--- src/core/ickb_cfg.svh ---
`ifndef ICKB_CFG_SVH
`define ICKB_CFG_SVH

`define ICKB_KEY7_W 376
`define ICKB_KEY5_W 377
`define ICKB_K7_FRAG 180
`define ICKB_K7_NONFIRST 181
`define ICKB_K7_OPTS 182
`define ICKB_K7_DSCP 183
`define ICKB_K7_DIP_UP 189
`define ICKB_K7_DIP_LO 205
`define ICKB_K7_SIP_UP 269
`define ICKB_K7_SIP_LO 285
`define ICKB_K7_TCPUDP 349
`define ICKB_K7_TCP 350
`define ICKB_K7_SPORT 351
`define ICKB_K7_RNG 367
`define ICKB_K5_DSCP 65
`define ICKB_K5_DIP 71
`define ICKB_K5_SIP 199
`define ICKB_K5_NXT 327
`define ICKB_K5_TCPUDP 335
`define ICKB_K5_TCP 336
`define ICKB_K5_RNG 337
`define ICKB_K5_PAY 345
`define ICKB_IHL_BASE 4'h5
`define ICKB_REG_BOUND 8'h00
`define ICKB_REG_TYPE 8'h20
`define ICKB_REG_CTRL 8'h40
`define ICKB_REG_STAT 8'h44
`define ICKB_CTRL_RST 1'h1
`endif

--- src/core/ickb_pkg.sv ---
package ickb_pkg;
    typedef enum logic [2:0] {
        ICKB_FK_ETYPE = 3'b000,
        ICKB_FK_LLC   = 3'b001,
        ICKB_FK_SNAP  = 3'b010,
        ICKB_FK_IPV4  = 3'b011,
        ICKB_FK_IPV6  = 3'b100,
        ICKB_FK_OAM   = 3'b101,
        ICKB_FK_ARP   = 3'b110
    } ickb_kind_t;
    typedef enum logic [2:0] {
        ICKB_RT_SPORT  = 3'b000,
        ICKB_RT_DPORT  = 3'b001,
        ICKB_RT_EITHER = 3'b010,
        ICKB_RT_VID    = 3'b011,
        ICKB_RT_DSCP   = 3'b100,
        ICKB_RT_OFF    = 3'b111
    } ickb_rng_t;
endpackage

--- src/core/ickb_range_bank.sv ---
`timescale 1ns/1ps
module ickb_range_bank (
    input wire logic core_clk,
    input wire logic rst_n,
    input wire logic core_ce,
    input wire logic cfg_wr,
    input wire logic cfg_type_sel,
    input wire logic [2:0] cfg_idx,
    input wire logic [31:0] cfg_wdata,
    output logic [31:0] cfg_rdata,
    input wire logic l4_ok,
    input wire logic [15:0] sport,
    input wire logic [15:0] dport,
    input wire logic [11:0] vid,
    input wire logic [5:0] dscp,
    output logic [7:0] mask
);
    logic [15:0] lo_q [8];
    logic [15:0] hi_q [8];
    ickb_pkg::ickb_rng_t type_q [8];
    logic [15:0] lo_d [8];
    logic [15:0] hi_d [8];
    ickb_pkg::ickb_rng_t type_d [8];

    always_comb begin
        cfg_rdata = cfg_type_sel ? {29'h0, type_q[cfg_idx]}
                                 : {hi_q[cfg_idx], lo_q[cfg_idx]};
    end

    genvar g;
    generate
        for (g = 0; g < 8; g++) begin : g_rng
            logic in_s;
            logic in_d;
            logic in_v;
            logic in_q;
            always_comb begin
                lo_d[g] = lo_q[g];
                hi_d[g] = hi_q[g];
                type_d[g] = type_q[g];
                if (cfg_wr && cfg_idx == 3'(g)) begin
                    if (cfg_type_sel) begin
                        type_d[g] = ickb_pkg::ickb_rng_t'(cfg_wdata[2:0]);
                    end else begin
                        lo_d[g] = cfg_wdata[15:0];
                        hi_d[g] = cfg_wdata[31:16];
                    end
                end
            end
            always_ff @(posedge core_clk) begin
                if (!rst_n) begin
                    lo_q[g] <= 16'h0;
                    hi_q[g] <= 16'h0;
                    type_q[g] <= ickb_pkg::ICKB_RT_OFF;
                end else if (core_ce) begin
                    lo_q[g] <= lo_d[g];
                    hi_q[g] <= hi_d[g];
                    type_q[g] <= type_d[g];
                end
            end
            // ports only count for TCP_OR_UDP_FLAG frames, bounds are inclusive
            always_comb begin
                in_s = l4_ok && sport >= lo_q[g] && sport <= hi_q[g];
                in_d = l4_ok && dport >= lo_q[g] && dport <= hi_q[g];
                in_v = {4'h0, vid} >= lo_q[g] && {4'h0, vid} <= hi_q[g];
                in_q = {10'h0, dscp} >= lo_q[g] && {10'h0, dscp} <= hi_q[g];
                case (type_q[g])
                    ickb_pkg::ICKB_RT_SPORT: mask[g] = in_s;
                    ickb_pkg::ICKB_RT_DPORT: mask[g] = in_d;
                    ickb_pkg::ICKB_RT_EITHER: mask[g] = in_s | in_d;
                    ickb_pkg::ICKB_RT_VID: mask[g] = in_v;
                    ickb_pkg::ICKB_RT_DSCP: mask[g] = in_q;
                    default: mask[g] = 1'b0;
                endcase
            end
        end
    endgenerate
endmodule // ickb_range_bank

--- src/core/ickb_key_builder.sv ---
// The implementer's own choices: the register offsets and strobed register access.
`timescale 1ns/1ps
`include "ickb_cfg.svh"
module ickb_key_builder (
    input wire logic core_clk,
    input wire logic rst_n,
    input wire logic core_ce,
    input wire logic [7:0] reg_addr,
    input wire logic [31:0] reg_wdata,
    input wire logic reg_wr,
    input wire logic reg_rd,
    output logic [31:0] reg_rdata,
    input wire logic hdr_valid,
    input wire logic [2:0] frame_kind,
    input wire logic is_tcp,
    input wire logic is_udp,
    input wire logic ip4_more_frag,
    input wire logic [12:0] ip4_frag_ofs,
    input wire logic [3:0] ip4_hdr_len,
    input wire logic [5:0] cls_dscp,
    input wire logic [127:0] ip_dip,
    input wire logic [127:0] ip_sip,
    input wire logic [7:0] ip6_next_hdr,
    input wire logic [31:0] l4_head,
    input wire logic [127:0] frame_payload,
    input wire logic [7:0] llc_ctrl,
    input wire logic [39:0] snap_pid,
    input wire logic vlan_tagged,
    input wire logic [11:0] frame_vid,
    input wire logic [11:0] port_vid,
    output logic key_valid,
    output logic [`ICKB_KEY7_W-1:0] seven_tuple_key,
    output logic [`ICKB_KEY5_W-1:0] ipv6_five_tuple_key
);
    logic [`ICKB_KEY7_W-1:0] k7_d;
    logic [`ICKB_KEY5_W-1:0] k5_d;
    logic valid_d;
    logic [31:0] rdata_d;
    logic en_q;
    logic en_d;
    logic [7:0] last_mask_q;
    logic [7:0] last_mask_d;
    logic [15:0] key_cnt_q;
    logic [15:0] key_cnt_d;
    logic take;
    logic is_ip4;
    logic is_ip6;
    logic l4_ok;
    logic [15:0] sport;
    logic [15:0] dport;
    logic [7:0] rng_mask;
    logic [31:0] bank_rdata;
    logic bank_wr;
    logic bank_sel_rd;
    logic [2:0] bank_idx;
    ickb_pkg::ickb_kind_t kind;

    always_comb begin
        kind = ickb_pkg::ickb_kind_t'(frame_kind);
        is_ip4 = kind == ickb_pkg::ICKB_FK_IPV4;
        is_ip6 = kind == ickb_pkg::ICKB_FK_IPV6;
        l4_ok = (is_ip4 || is_ip6) && (is_tcp || is_udp);
        sport = l4_ok ? l4_head[31:16] : 16'h0;
        dport = l4_ok ? l4_head[15:0] : 16'h0;
        take = hdr_valid && en_q;
    end

    // register window: bounds and types for the range bank, then ctrl/stat
    always_comb begin
        bank_wr = reg_wr && reg_addr[7:6] == 2'h0 && reg_addr[1:0] == 2'h0;
        bank_sel_rd = reg_addr[5];
        bank_idx = reg_addr[4:2];
    end

    ickb_range_bank u_rng (
        .core_clk(core_clk),
        .rst_n(rst_n),
        .core_ce(core_ce),
        .cfg_wr(bank_wr),
        .cfg_type_sel(bank_sel_rd),
        .cfg_idx(bank_idx),
        .cfg_wdata(reg_wdata),
        .cfg_rdata(bank_rdata),
        .l4_ok(l4_ok),
        .sport(sport),
        .dport(dport),
        .vid(vlan_tagged ? frame_vid : port_vid),
        .dscp(cls_dscp),
        .mask(rng_mask)
    );

    always_comb begin
        en_d = en_q;
        if (reg_wr && reg_addr == `ICKB_REG_CTRL) begin
            en_d = reg_wdata[0];
        end
        rdata_d = 32'h0;
        if (reg_rd) begin
            if (reg_addr[7:6] == 2'h0 && reg_addr[1:0] == 2'h0) begin
                rdata_d = bank_rdata;
            end else if (reg_addr == `ICKB_REG_CTRL) begin
                rdata_d = {31'h0, en_q};
            end else if (reg_addr == `ICKB_REG_STAT) begin
                rdata_d = {key_cnt_q, 8'h0, last_mask_q};
            end
        end
        last_mask_d = take ? rng_mask : last_mask_q;
        key_cnt_d = take ? key_cnt_q + 16'h1 : key_cnt_q;
    end

    // key assembly: everything not listed here stays zero
    always_comb begin
        k7_d = '0;
        k5_d = '0;
        valid_d = take;
        k7_d[`ICKB_K7_FRAG] = is_ip4 &&
            (ip4_more_frag || ip4_frag_ofs != 13'h0);
        k7_d[`ICKB_K7_NONFIRST] = is_ip4 && ip4_frag_ofs != 13'h0;
        // options are flagged only; l4 fields still read at the fixed spot
        k7_d[`ICKB_K7_OPTS] = is_ip4 &&
            ip4_hdr_len > `ICKB_IHL_BASE;
        k7_d[`ICKB_K7_DSCP +: 6] = cls_dscp;
        unique case (kind)
            ickb_pkg::ICKB_FK_LLC: begin
                k7_d[`ICKB_K7_DIP_LO +: 64] = frame_payload[71:8];
                k7_d[`ICKB_K7_SIP_LO +: 64] =
                    {llc_ctrl, frame_payload[127:72]};
            end
            ickb_pkg::ICKB_FK_SNAP: begin
                k7_d[`ICKB_K7_DIP_LO +: 64] = frame_payload[87:24];
                k7_d[`ICKB_K7_SIP_LO +: 64] =
                    {snap_pid[23:0], frame_payload[127:88]};
            end
            ickb_pkg::ICKB_FK_IPV4: begin
                k7_d[`ICKB_K7_DIP_LO +: 64] = {32'h0, ip_dip[31:0]};
                k7_d[`ICKB_K7_SIP_LO +: 64] = {32'h0, ip_sip[31:0]};
            end
            ickb_pkg::ICKB_FK_IPV6: begin
                k7_d[`ICKB_K7_DIP_UP +: 16] = ip_dip[127:112];
                k7_d[`ICKB_K7_SIP_UP +: 16] = ip_sip[127:112];
                k7_d[`ICKB_K7_DIP_LO +: 64] = ip_dip[63:0];
                k7_d[`ICKB_K7_SIP_LO +: 64] = ip_sip[63:0];
            end
            ickb_pkg::ICKB_FK_ETYPE, ickb_pkg::ICKB_FK_OAM,
            ickb_pkg::ICKB_FK_ARP: begin
                k7_d[`ICKB_K7_DIP_LO +: 64] = frame_payload[63:0];
                k7_d[`ICKB_K7_SIP_LO +: 64] = frame_payload[127:64];
            end
            default: begin
                k7_d[`ICKB_K7_DIP_LO +: 64] = 64'h0;
            end
        endcase
        k7_d[`ICKB_K7_TCPUDP] = l4_ok;
        k7_d[`ICKB_K7_TCP] = l4_ok && is_tcp;
        k7_d[`ICKB_K7_SPORT +: 16] = sport;
        k7_d[`ICKB_K7_RNG +: 8] = rng_mask;
        if (is_ip6) begin
            k5_d[`ICKB_K5_DSCP +: 6] = cls_dscp;
            k5_d[`ICKB_K5_DIP +: 128] = ip_dip;
            k5_d[`ICKB_K5_SIP +: 128] = ip_sip;
            k5_d[`ICKB_K5_NXT +: 8] = ip6_next_hdr;
            k5_d[`ICKB_K5_TCPUDP] = l4_ok;
            k5_d[`ICKB_K5_TCP] = l4_ok && is_tcp;
            k5_d[`ICKB_K5_RNG +: 8] = rng_mask;
            k5_d[`ICKB_K5_PAY +: 32] = l4_ok ? l4_head : 32'h0;
        end
    end

    always_ff @(posedge core_clk) begin
        if (!rst_n) begin
            key_valid <= 1'b0;
            seven_tuple_key <= '0;
            ipv6_five_tuple_key <= '0;
            reg_rdata <= 32'h0;
            en_q <= `ICKB_CTRL_RST;
            last_mask_q <= 8'h0;
            key_cnt_q <= 16'h0;
        end else if (core_ce) begin
            key_valid <= valid_d;
            if (take) begin
                seven_tuple_key <= k7_d;
                ipv6_five_tuple_key <= k5_d;
            end
            reg_rdata <= rdata_d;
            en_q <= en_d;
            last_mask_q <= last_mask_d;
            key_cnt_q <= key_cnt_d;
        end
    end

    logic acc;
    assign acc = core_ce && take;
endmodule // ickb_key_builder

--- config.mk ---
export PLATFORM = sky130hd
export DESIGN_NAME = ickb_key_builder
export DESIGN_NICKNAME = d
export VERILOG_FILES = /design/src/core/ickb_pkg.sv /design/src/core/ickb_range_bank.sv /design/src/core/ickb_key_builder.sv
export VERILOG_INCLUDE_DIRS = /design/src /design/src/core
export SDC_FILE = /design/constraint.sdc
export NUM_CORES = 2
export LEC_CHECK = 0
export BUFFER_PORTS_ARGS = -buffer_cell sky130_fd_sc_hd__buf_2
export CAP_MARGIN = 30
export CORE_AREA = 2 2 529 531
export CTS_CLUSTER_DIAMETER = 80
export DETAILED_ROUTE_END_ITERATION = 8
export DIE_AREA = 0 0 531 533
export GPL_TIMING_DRIVEN = 0
export PLACE_DENSITY = 0.39
export REMOVE_ABC_BUFFERS = 1
export SYNTH_ARGS = -nofsm -noshare
export SYNTH_HDL_FRONTEND = slang
export SYNTH_SLANG_ARGS = --single-unit
--- constraint.sdc ---
create_clock -name core_clk -period 10.1 [get_ports core_clk]
set_input_delay 2.02 -clock core_clk [delete_from_list [all_inputs] [get_ports core_clk]]
set_output_delay 2.02 -clock core_clk [all_outputs]
set_load 0.02 [all_outputs]
---- After elaboration in Yosys (flattened, before gate mapping) ----
Memories as Yosys holds them, arrays and structs flattened.
Cells that the tools add are included.
storage, ports and cells
  register bits after elaboration ......... 565
  memory bits (writable) .................. 280
  input bits .............................. 572
  memories ................................ 3
  output and inout bits ................... 786
memory list
  memory        depth  bits a word  rd ports  clocked after memory_dff  write ports  RTL line               source
  u_rng.hi_q    8      16           9         0                         8            ickb_range_bank.sv:19  logic [15:0] hi_q [8];
  u_rng.lo_q    8      16           9         0                         8            ickb_range_bank.sv:18  logic [15:0] lo_q [8];
  u_rng.type_q  8      3            9         0                         8            ickb_range_bank.sv:20  ickb_pkg::ickb_rng_t type_q [8];
cells by class
  muxes and demuxes ....................... 98
  reduce and logical (&&, ||, !) cells .... 85
  magnitude comparators ................... 65
  bitwise logic cells ..................... 32
  add/subtract/negate cells ............... 1
  equal/unequal tests ..................... 47
operators by type and width
  operator               number
  $mux 16                52
  $pmux 64 s5            2
  $mux 312               1
  $ge 16x16->1           16
  $le 16x16->1           16
  $mux 32                6
  $ge 12x16->1           8
  $ge 6x16->1            8
  $le 12x16->1           8
  $le 6x16->1            8
  $mux 3                 24
  $logic_and 1x1->1      66
  $eq 3x2->1 const B     20
  $eq 3x3->1 const B     15
  $pmux 1 s5             8
  $or 1x1->1             32
  $eq 3x1->1 const B     10
  $logic_not 3->1        10
  $add 16x1->16 const B  1
  $eq 8x7->1 const B     2
  $reduce_bool 13->1     1
  $mux 12                1
  $gt 4x3->1 const B     1
  $logic_not 2->1        2
  4 further kinds        10

---- Longest topological paths before layout ----
  depth in word-level cells ............... 10
  mapped depth ............................ 17
  gate-level depth less buffers ........... 14

---- Cells and area by module ----
Synthesis repeated with hierarchy kept, for this count alone.
unflattened totals
  cells, all modules ...................... 5,705
  area total of the unflattened synthesis .. 54,920.2 um^2
modules (own cells, without submodules)
  module            cells each  area each (um^2)  times used
  ickb_range_bank   2,770       29,276.8          1
  ickb_key_builder  2,935       25,643.3          1

---- Worst setup path after synthesis ----
Ideal clock, no wire load.
  kind .................................... in2reg
  start ................................... input reg_addr[2]
  end ..................................... memory u_rng.hi_q[3][0] (enable)
  required time ........................... 9.634 ns
  path slack .............................. 3.804 ns
  arrival time ............................ 5.830 ns
  cell stages on the path ................. 7
  library setup time ...................... 0.466 ns
  cell sequence ........................... clkbuf_1 buf_2 buf_2 buf_2 buf_1 nand2b_1 o21ai_0
RTL lines
  what             RTL line               source
  start, declared  ickb_key_builder.sv:8  input wire logic [7:0] reg_addr,
  end, declared    ickb_range_bank.sv:19

---- Worst setup path in the final report ----
  start ................................... input frame_kind[1]
  end ..................................... register last_mask_q[7]
between the ends
  longest elaborated chain between the ends .. 9
  elaborated cells between the ends (all ways) .. 16
ends and longest elaborated chain
  what                                                RTL line                                        source
  start, declared                                     ickb_key_builder.sv:14                          input wire logic [2:0] frame_kind,
  $eq 3x2->1 / $eq 3x3->1 (equally long branches)     ickb_key_builder.sv:60, ickb_key_builder.sv:61
  $logic_or 1x1->1 (*)                                ickb_key_builder.sv:62                          l4_ok = (is_ip4 || is_ip6) && (is_tcp || is_udp);
  $logic_and 1x1->1 (*)                               ickb_key_builder.sv:62
  $mux 16 (on tied branches)                          ickb_key_builder.sv:63, ickb_key_builder.sv:64
  $ge 16x16->1 (on tied branches)                     ickb_range_bank.sv:63, ickb_range_bank.sv:64
  $logic_and 1x1->1 (on tied branches) (2 in series)  ickb_range_bank.sv:63, ickb_range_bank.sv:64
  $or 1x1->1                                          ickb_range_bank.sv:70                           ickb_pkg::ICKB_RT_EITHER: mask[g] = in_s | in_d;
  $pmux 1 s5 (*)                                      ickb_range_bank.sv:67                           case (type_q[g])
  end signal, assigned                                ickb_key_builder.sv:186                         last_mask_q <= last_mask_d;
  end, declared                                       ickb_key_builder.sv:41                          logic [7:0] last_mask_q;
Mark *: on every way between the ends. The rest lies on a longest branch, timed or not.
A chain may end at the register's enable or synchronous reset.

==> impl_metrics.prom <==
# TYPE chip_impl_metric gauge
chip_impl_metric{name="timing.fmax",unit="MHz"} 126
chip_impl_metric{name="cts_buffers",unit=""} 119
chip_impl_metric{name="wl_per_instance",unit="um"} 33.7
chip_impl_metric{name="die-width",unit="um"} 531
chip_impl_metric{name="first_pass_grt_wire_length",unit="um"} 464000
chip_impl_metric{name="relSlewSlack",unit="%"} 25.4
chip_impl_info{name="outcome",value="finished, final reports clean"} 1
chip_impl_metric{name="critPathMaxFanout",unit=""} 111
chip_impl_info{name="rsz0062_at_grt",value="false"} 1
chip_impl_metric{name="place.gp.congestion",unit=""} 0.888
chip_impl_metric{name="synth.ff_latch_count",unit=""} 805
chip_impl_info{name="synthTopCellsByArea",value="dfxtp_1, ha_1, edfxtp_1, mux4_2, a22oi_1"} 1
chip_impl_metric{name="total_negative_setup_slacks",unit="ps"} 0
chip_impl_info{name="dominant_delay_contributor_by_cell_family_on_the_critical_path",value="simple AND/OR/NAND/NOR gates"} 1
chip_impl_info{name="synth.most_common_cell",value="ha_1"} 1
chip_impl_metric{name="layout-drive-gt1-share",unit="%"} 24.5
chip_impl_metric{name="hold_buffers",unit=""} 0
chip_impl_info{name="cts_tree",value="built"} 1
chip_impl_info{name="hold_path.class",value="register to register"} 1
chip_impl_metric{name="grt_start_max_net_pins",unit=""} 118
chip_impl_metric{name="cellPowerDensity",unit="mW/mm2"} 146
chip_impl_metric{name="vias_in_the_first_global_route",unit=""} 49953
chip_impl_metric{name="syn_area",unit="mm2"} 0.0543
chip_impl_metric{name="place.detailed.instances",unit=""} 10329
chip_impl_metric{name="clockBufferDepth",unit=""} 4
chip_impl_metric{name="overflow_left_after_global_routing",unit=""} 0
chip_impl_info{name="worstPathCellList",value="buf_8 -> buf_16 -> nor3b_4 -> or2_2 -> and2_1 -> nand2_2 -> ha_1 -> maj3_1 -> maj3_1 -> o21ai_0 -> a211oi_1 -> o21ai_0 -> nand4_1 -> o21ba_2"} 1
chip_impl_info{name="critical_path.endpoint_type",value="register"} 1
chip_impl_metric{name="initial_utilization",unit="%"} 19.5
chip_impl_metric{name="worst-path-buf-inv",unit=""} 2
chip_impl_metric{name="critPathArrivalTime",unit="ps"} 8660
chip_impl_metric{name="floorplan.core_area",unit="mm2"} 0.278
chip_impl_metric{name="final-max-slew-violation-count",unit=""} 0
chip_impl_metric{name="syn_area_per_cell",unit="um2"} 9.51
chip_impl_info{name="critical-path-slowest-cell",value="or2_2"} 1
chip_impl_metric{name="ys_async_sr_fraction",unit="%"} 0
chip_impl_metric{name="finalWorstPathRequiredPeriod",unit="ps"} 7940
chip_impl_metric{name="timing.final.setup_violations",unit=""} 0
chip_impl_metric{name="synth-edff-count",unit=""} 280
chip_impl_metric{name="layout_setup_ws",unit="ps"} 2160
chip_impl_metric{name="die_footprint",unit="mm2"} 0.283
chip_impl_metric{name="tightest_slew",unit="ps"} 1090
chip_impl_metric{name="instance_count_along_the_most_critical_hold_path",unit=""} 2
chip_impl_metric{name="fin_cells",unit=""} 10613
chip_impl_metric{name="grt_usage",unit="%"} 24.2
chip_impl_metric{name="hpwl",unit="um"} 287000
chip_impl_metric{name="layout.nets",unit=""} 8036
chip_impl_metric{name="drc",unit=""} 0
chip_impl_metric{name="critPathMaxStageDelay",unit="ps"} 930
chip_impl_info{name="path_class",value="input port to register"} 1
chip_impl_metric{name="placement.setup.worst_slack",unit="ps"} 1440
chip_impl_metric{name="syn_inst",unit=""} 5706
chip_impl_metric{name="htree_num_levels",unit=""} 3
chip_impl_metric{name="count_of_port_buffers_added_during_placement",unit=""} 1094
chip_impl_metric{name="yosys_warnings",unit=""} 0
chip_impl_info{name="clockRootBuffer",value="clkbuf_16"} 1
chip_impl_metric{name="static-leakage-power",unit="nW"} 30.6
chip_impl_metric{name="timing.final.hold_violations",unit=""} 0
chip_impl_metric{name="yosysTopAreaCellShare",unit="%"} 19.4
chip_impl_metric{name="clkSinkCount",unit=""} 805
chip_impl_metric{name="routed_via_density",unit=""} 4.92
chip_impl_metric{name="reg2regPathDepth",unit=""} 7
chip_impl_metric{name="postRouteWirelength",unit="um"} 358000
chip_impl_metric{name="worst-path-stages",unit=""} 14
chip_impl_metric{name="worst_ep_required_time",unit="ps"} 10820
chip_impl_metric{name="number_of_antenna_violations_at_the_first_check_in_global_routing",unit=""} 89
chip_impl_metric{name="cts_resized",unit=""} 0
chip_impl_metric{name="finish.utilization",unit="%"} 24.8
chip_impl_metric{name="io-pin-count",unit=""} 1358
chip_impl_info{name="timing.critical_path.from_type",value="input port"} 1
chip_impl_info{name="ys.flop_type",value="dfxtp_1"} 1
chip_impl_metric{name="post_cts.repair.setup_buffers",unit=""} 0
chip_impl_metric{name="seq_area_frac_synth",unit="%"} 34.9
chip_impl_metric{name="drv_cap",unit=""} 0
chip_impl_metric{name="die_h",unit="um"} 533
chip_impl_metric{name="ir_drop",unit="mV"} 0.141
chip_impl_info{name="biggest_area_consumer_among_synthesized_cells",value="dfxtp_1"} 1
chip_impl_metric{name="final_antenna_net_count",unit=""} 0
chip_impl_metric{name="areaGrowthSynthToFinish",unit="%"} 27.0
chip_impl_metric{name="layout_worst_path_cycle_share",unit="%"} 78.6
chip_impl_metric{name="finalClockSkew",unit="ps"} 63.5
chip_impl_metric{name="detailroute.via_count",unit=""} 52173
chip_impl_metric{name="finalHoldWorstSlack",unit="ps"} 442
chip_impl_metric{name="floorplan.rows",unit=""} 194
chip_impl_metric{name="drt_iter0_drc",unit=""} 4637
chip_impl_metric{name="yosysUniqueCellTypes",unit=""} 77
chip_impl_metric{name="worst_setup_hold_path_clk_slew",unit="ps"} 60
chip_impl_metric{name="worstSkewPairLatency",unit="ps"} 880
chip_impl_info{name="post_synth_most_frequent_cells",value="ha_1, nor2_1, dfxtp_1"} 1
chip_impl_metric{name="firstDrtPassIters",unit=""} 6
==> metrics by stage <==
stage / instance area (um2) / power, mW
4_1_cts: 68700 / 10.2
3_5_place_dp: 64900 / 5.87
6_report: 68900 / 10.0
5_1_grt: 68800 / 10.5
3_3_place_gp: 62000 / 5.78
2_1_floorplan: 51900 / 4.71
==> cells by family after synthesis <==
logic type / synth area share, %
buf+inv: 7.89
xor+xnor: 0.694
flops: 34.9
mux: 8.48
other cells: 0.00691
simple gates: 12.7
fa+ha+maj: 17.6
compound gates: 17.8
==> layout make-up <==
cell class / count / area, um2
Antenna cell: 66 / 165
Clock buffer: 170 / 3420
Clock inverter: 47 / 438
Fill cell: 30116 / 209000
Inverter: 266 / 1010
Multi-Input combinational cell: 4292 / 32300
Sequential cell: 805 / 18900
Tap cell: 3724 / 4660
Timing Repair Buffer: 1243 / 8020
==> report_power, final <==
group	switching [mW]	total, mW	internal (mW)	leakage (nW)
sequential	0.136	3.63	3.49	6.93
combinational	1.46	2.19	0.733	21.8
clock	1.78	4.23	2.45	1.89
total	3.37	10.0	6.67	30.6
==> worst register-to-register path, delay by kind of cell (launching register included) <==
family                 cells  cell delay [ps]
AO/OA/AOI/OAI              1               80
buffers and inverters      2              750
flip-flops                 1              410
AND/OR/NAND/NOR            4             2290
==> registers in the layout, indices dropped and copies added, names as in the netlist <==
name,flops
u_rng.type_q,24
last_mask_q,8
u_rng.hi_q,128
key_cnt_q,16
seven_tuple_key,155
reg_rdata,32
en_q,1
key_valid,1
u_rng.lo_q,128
ipv6_five_tuple_key,312
==> placed cells by master (no fill, tap or decap), types with 137 or more instances in the layout <==
cell,n
a22oi_1,390
mux4_2,137
inv_1,262
a21oi_1,391
dfxtp_1,525
nor2_1,719
ha_1,737
edfxtp_1,280
buf_2,1094
o21ai_0,225
conb_1,246
nand2_1,237
==> metal layers <==
layer	GRT usage [%]	up-vias	share of wire (%)
met5	0	-	0.095
met4	12.0	54	5.5
met3	6.27	493	7.8
met2	38.9	2150	46
met1	29.9	26477	41
li1	-	22999	-
==> path summary, 6_finish.rpt <==
kind,start,to,slack (ps)
min reg2reg,reg_rdata[20],reg_rdata[20],440
max reg2reg,en_q,seven_tuple_key[332],6440
min,reg_rdata[20],reg_rdata[20],440
max,frame_kind[1],last_mask_q[7],2160
Note: power is estimated with default switching activity, not from simulation.
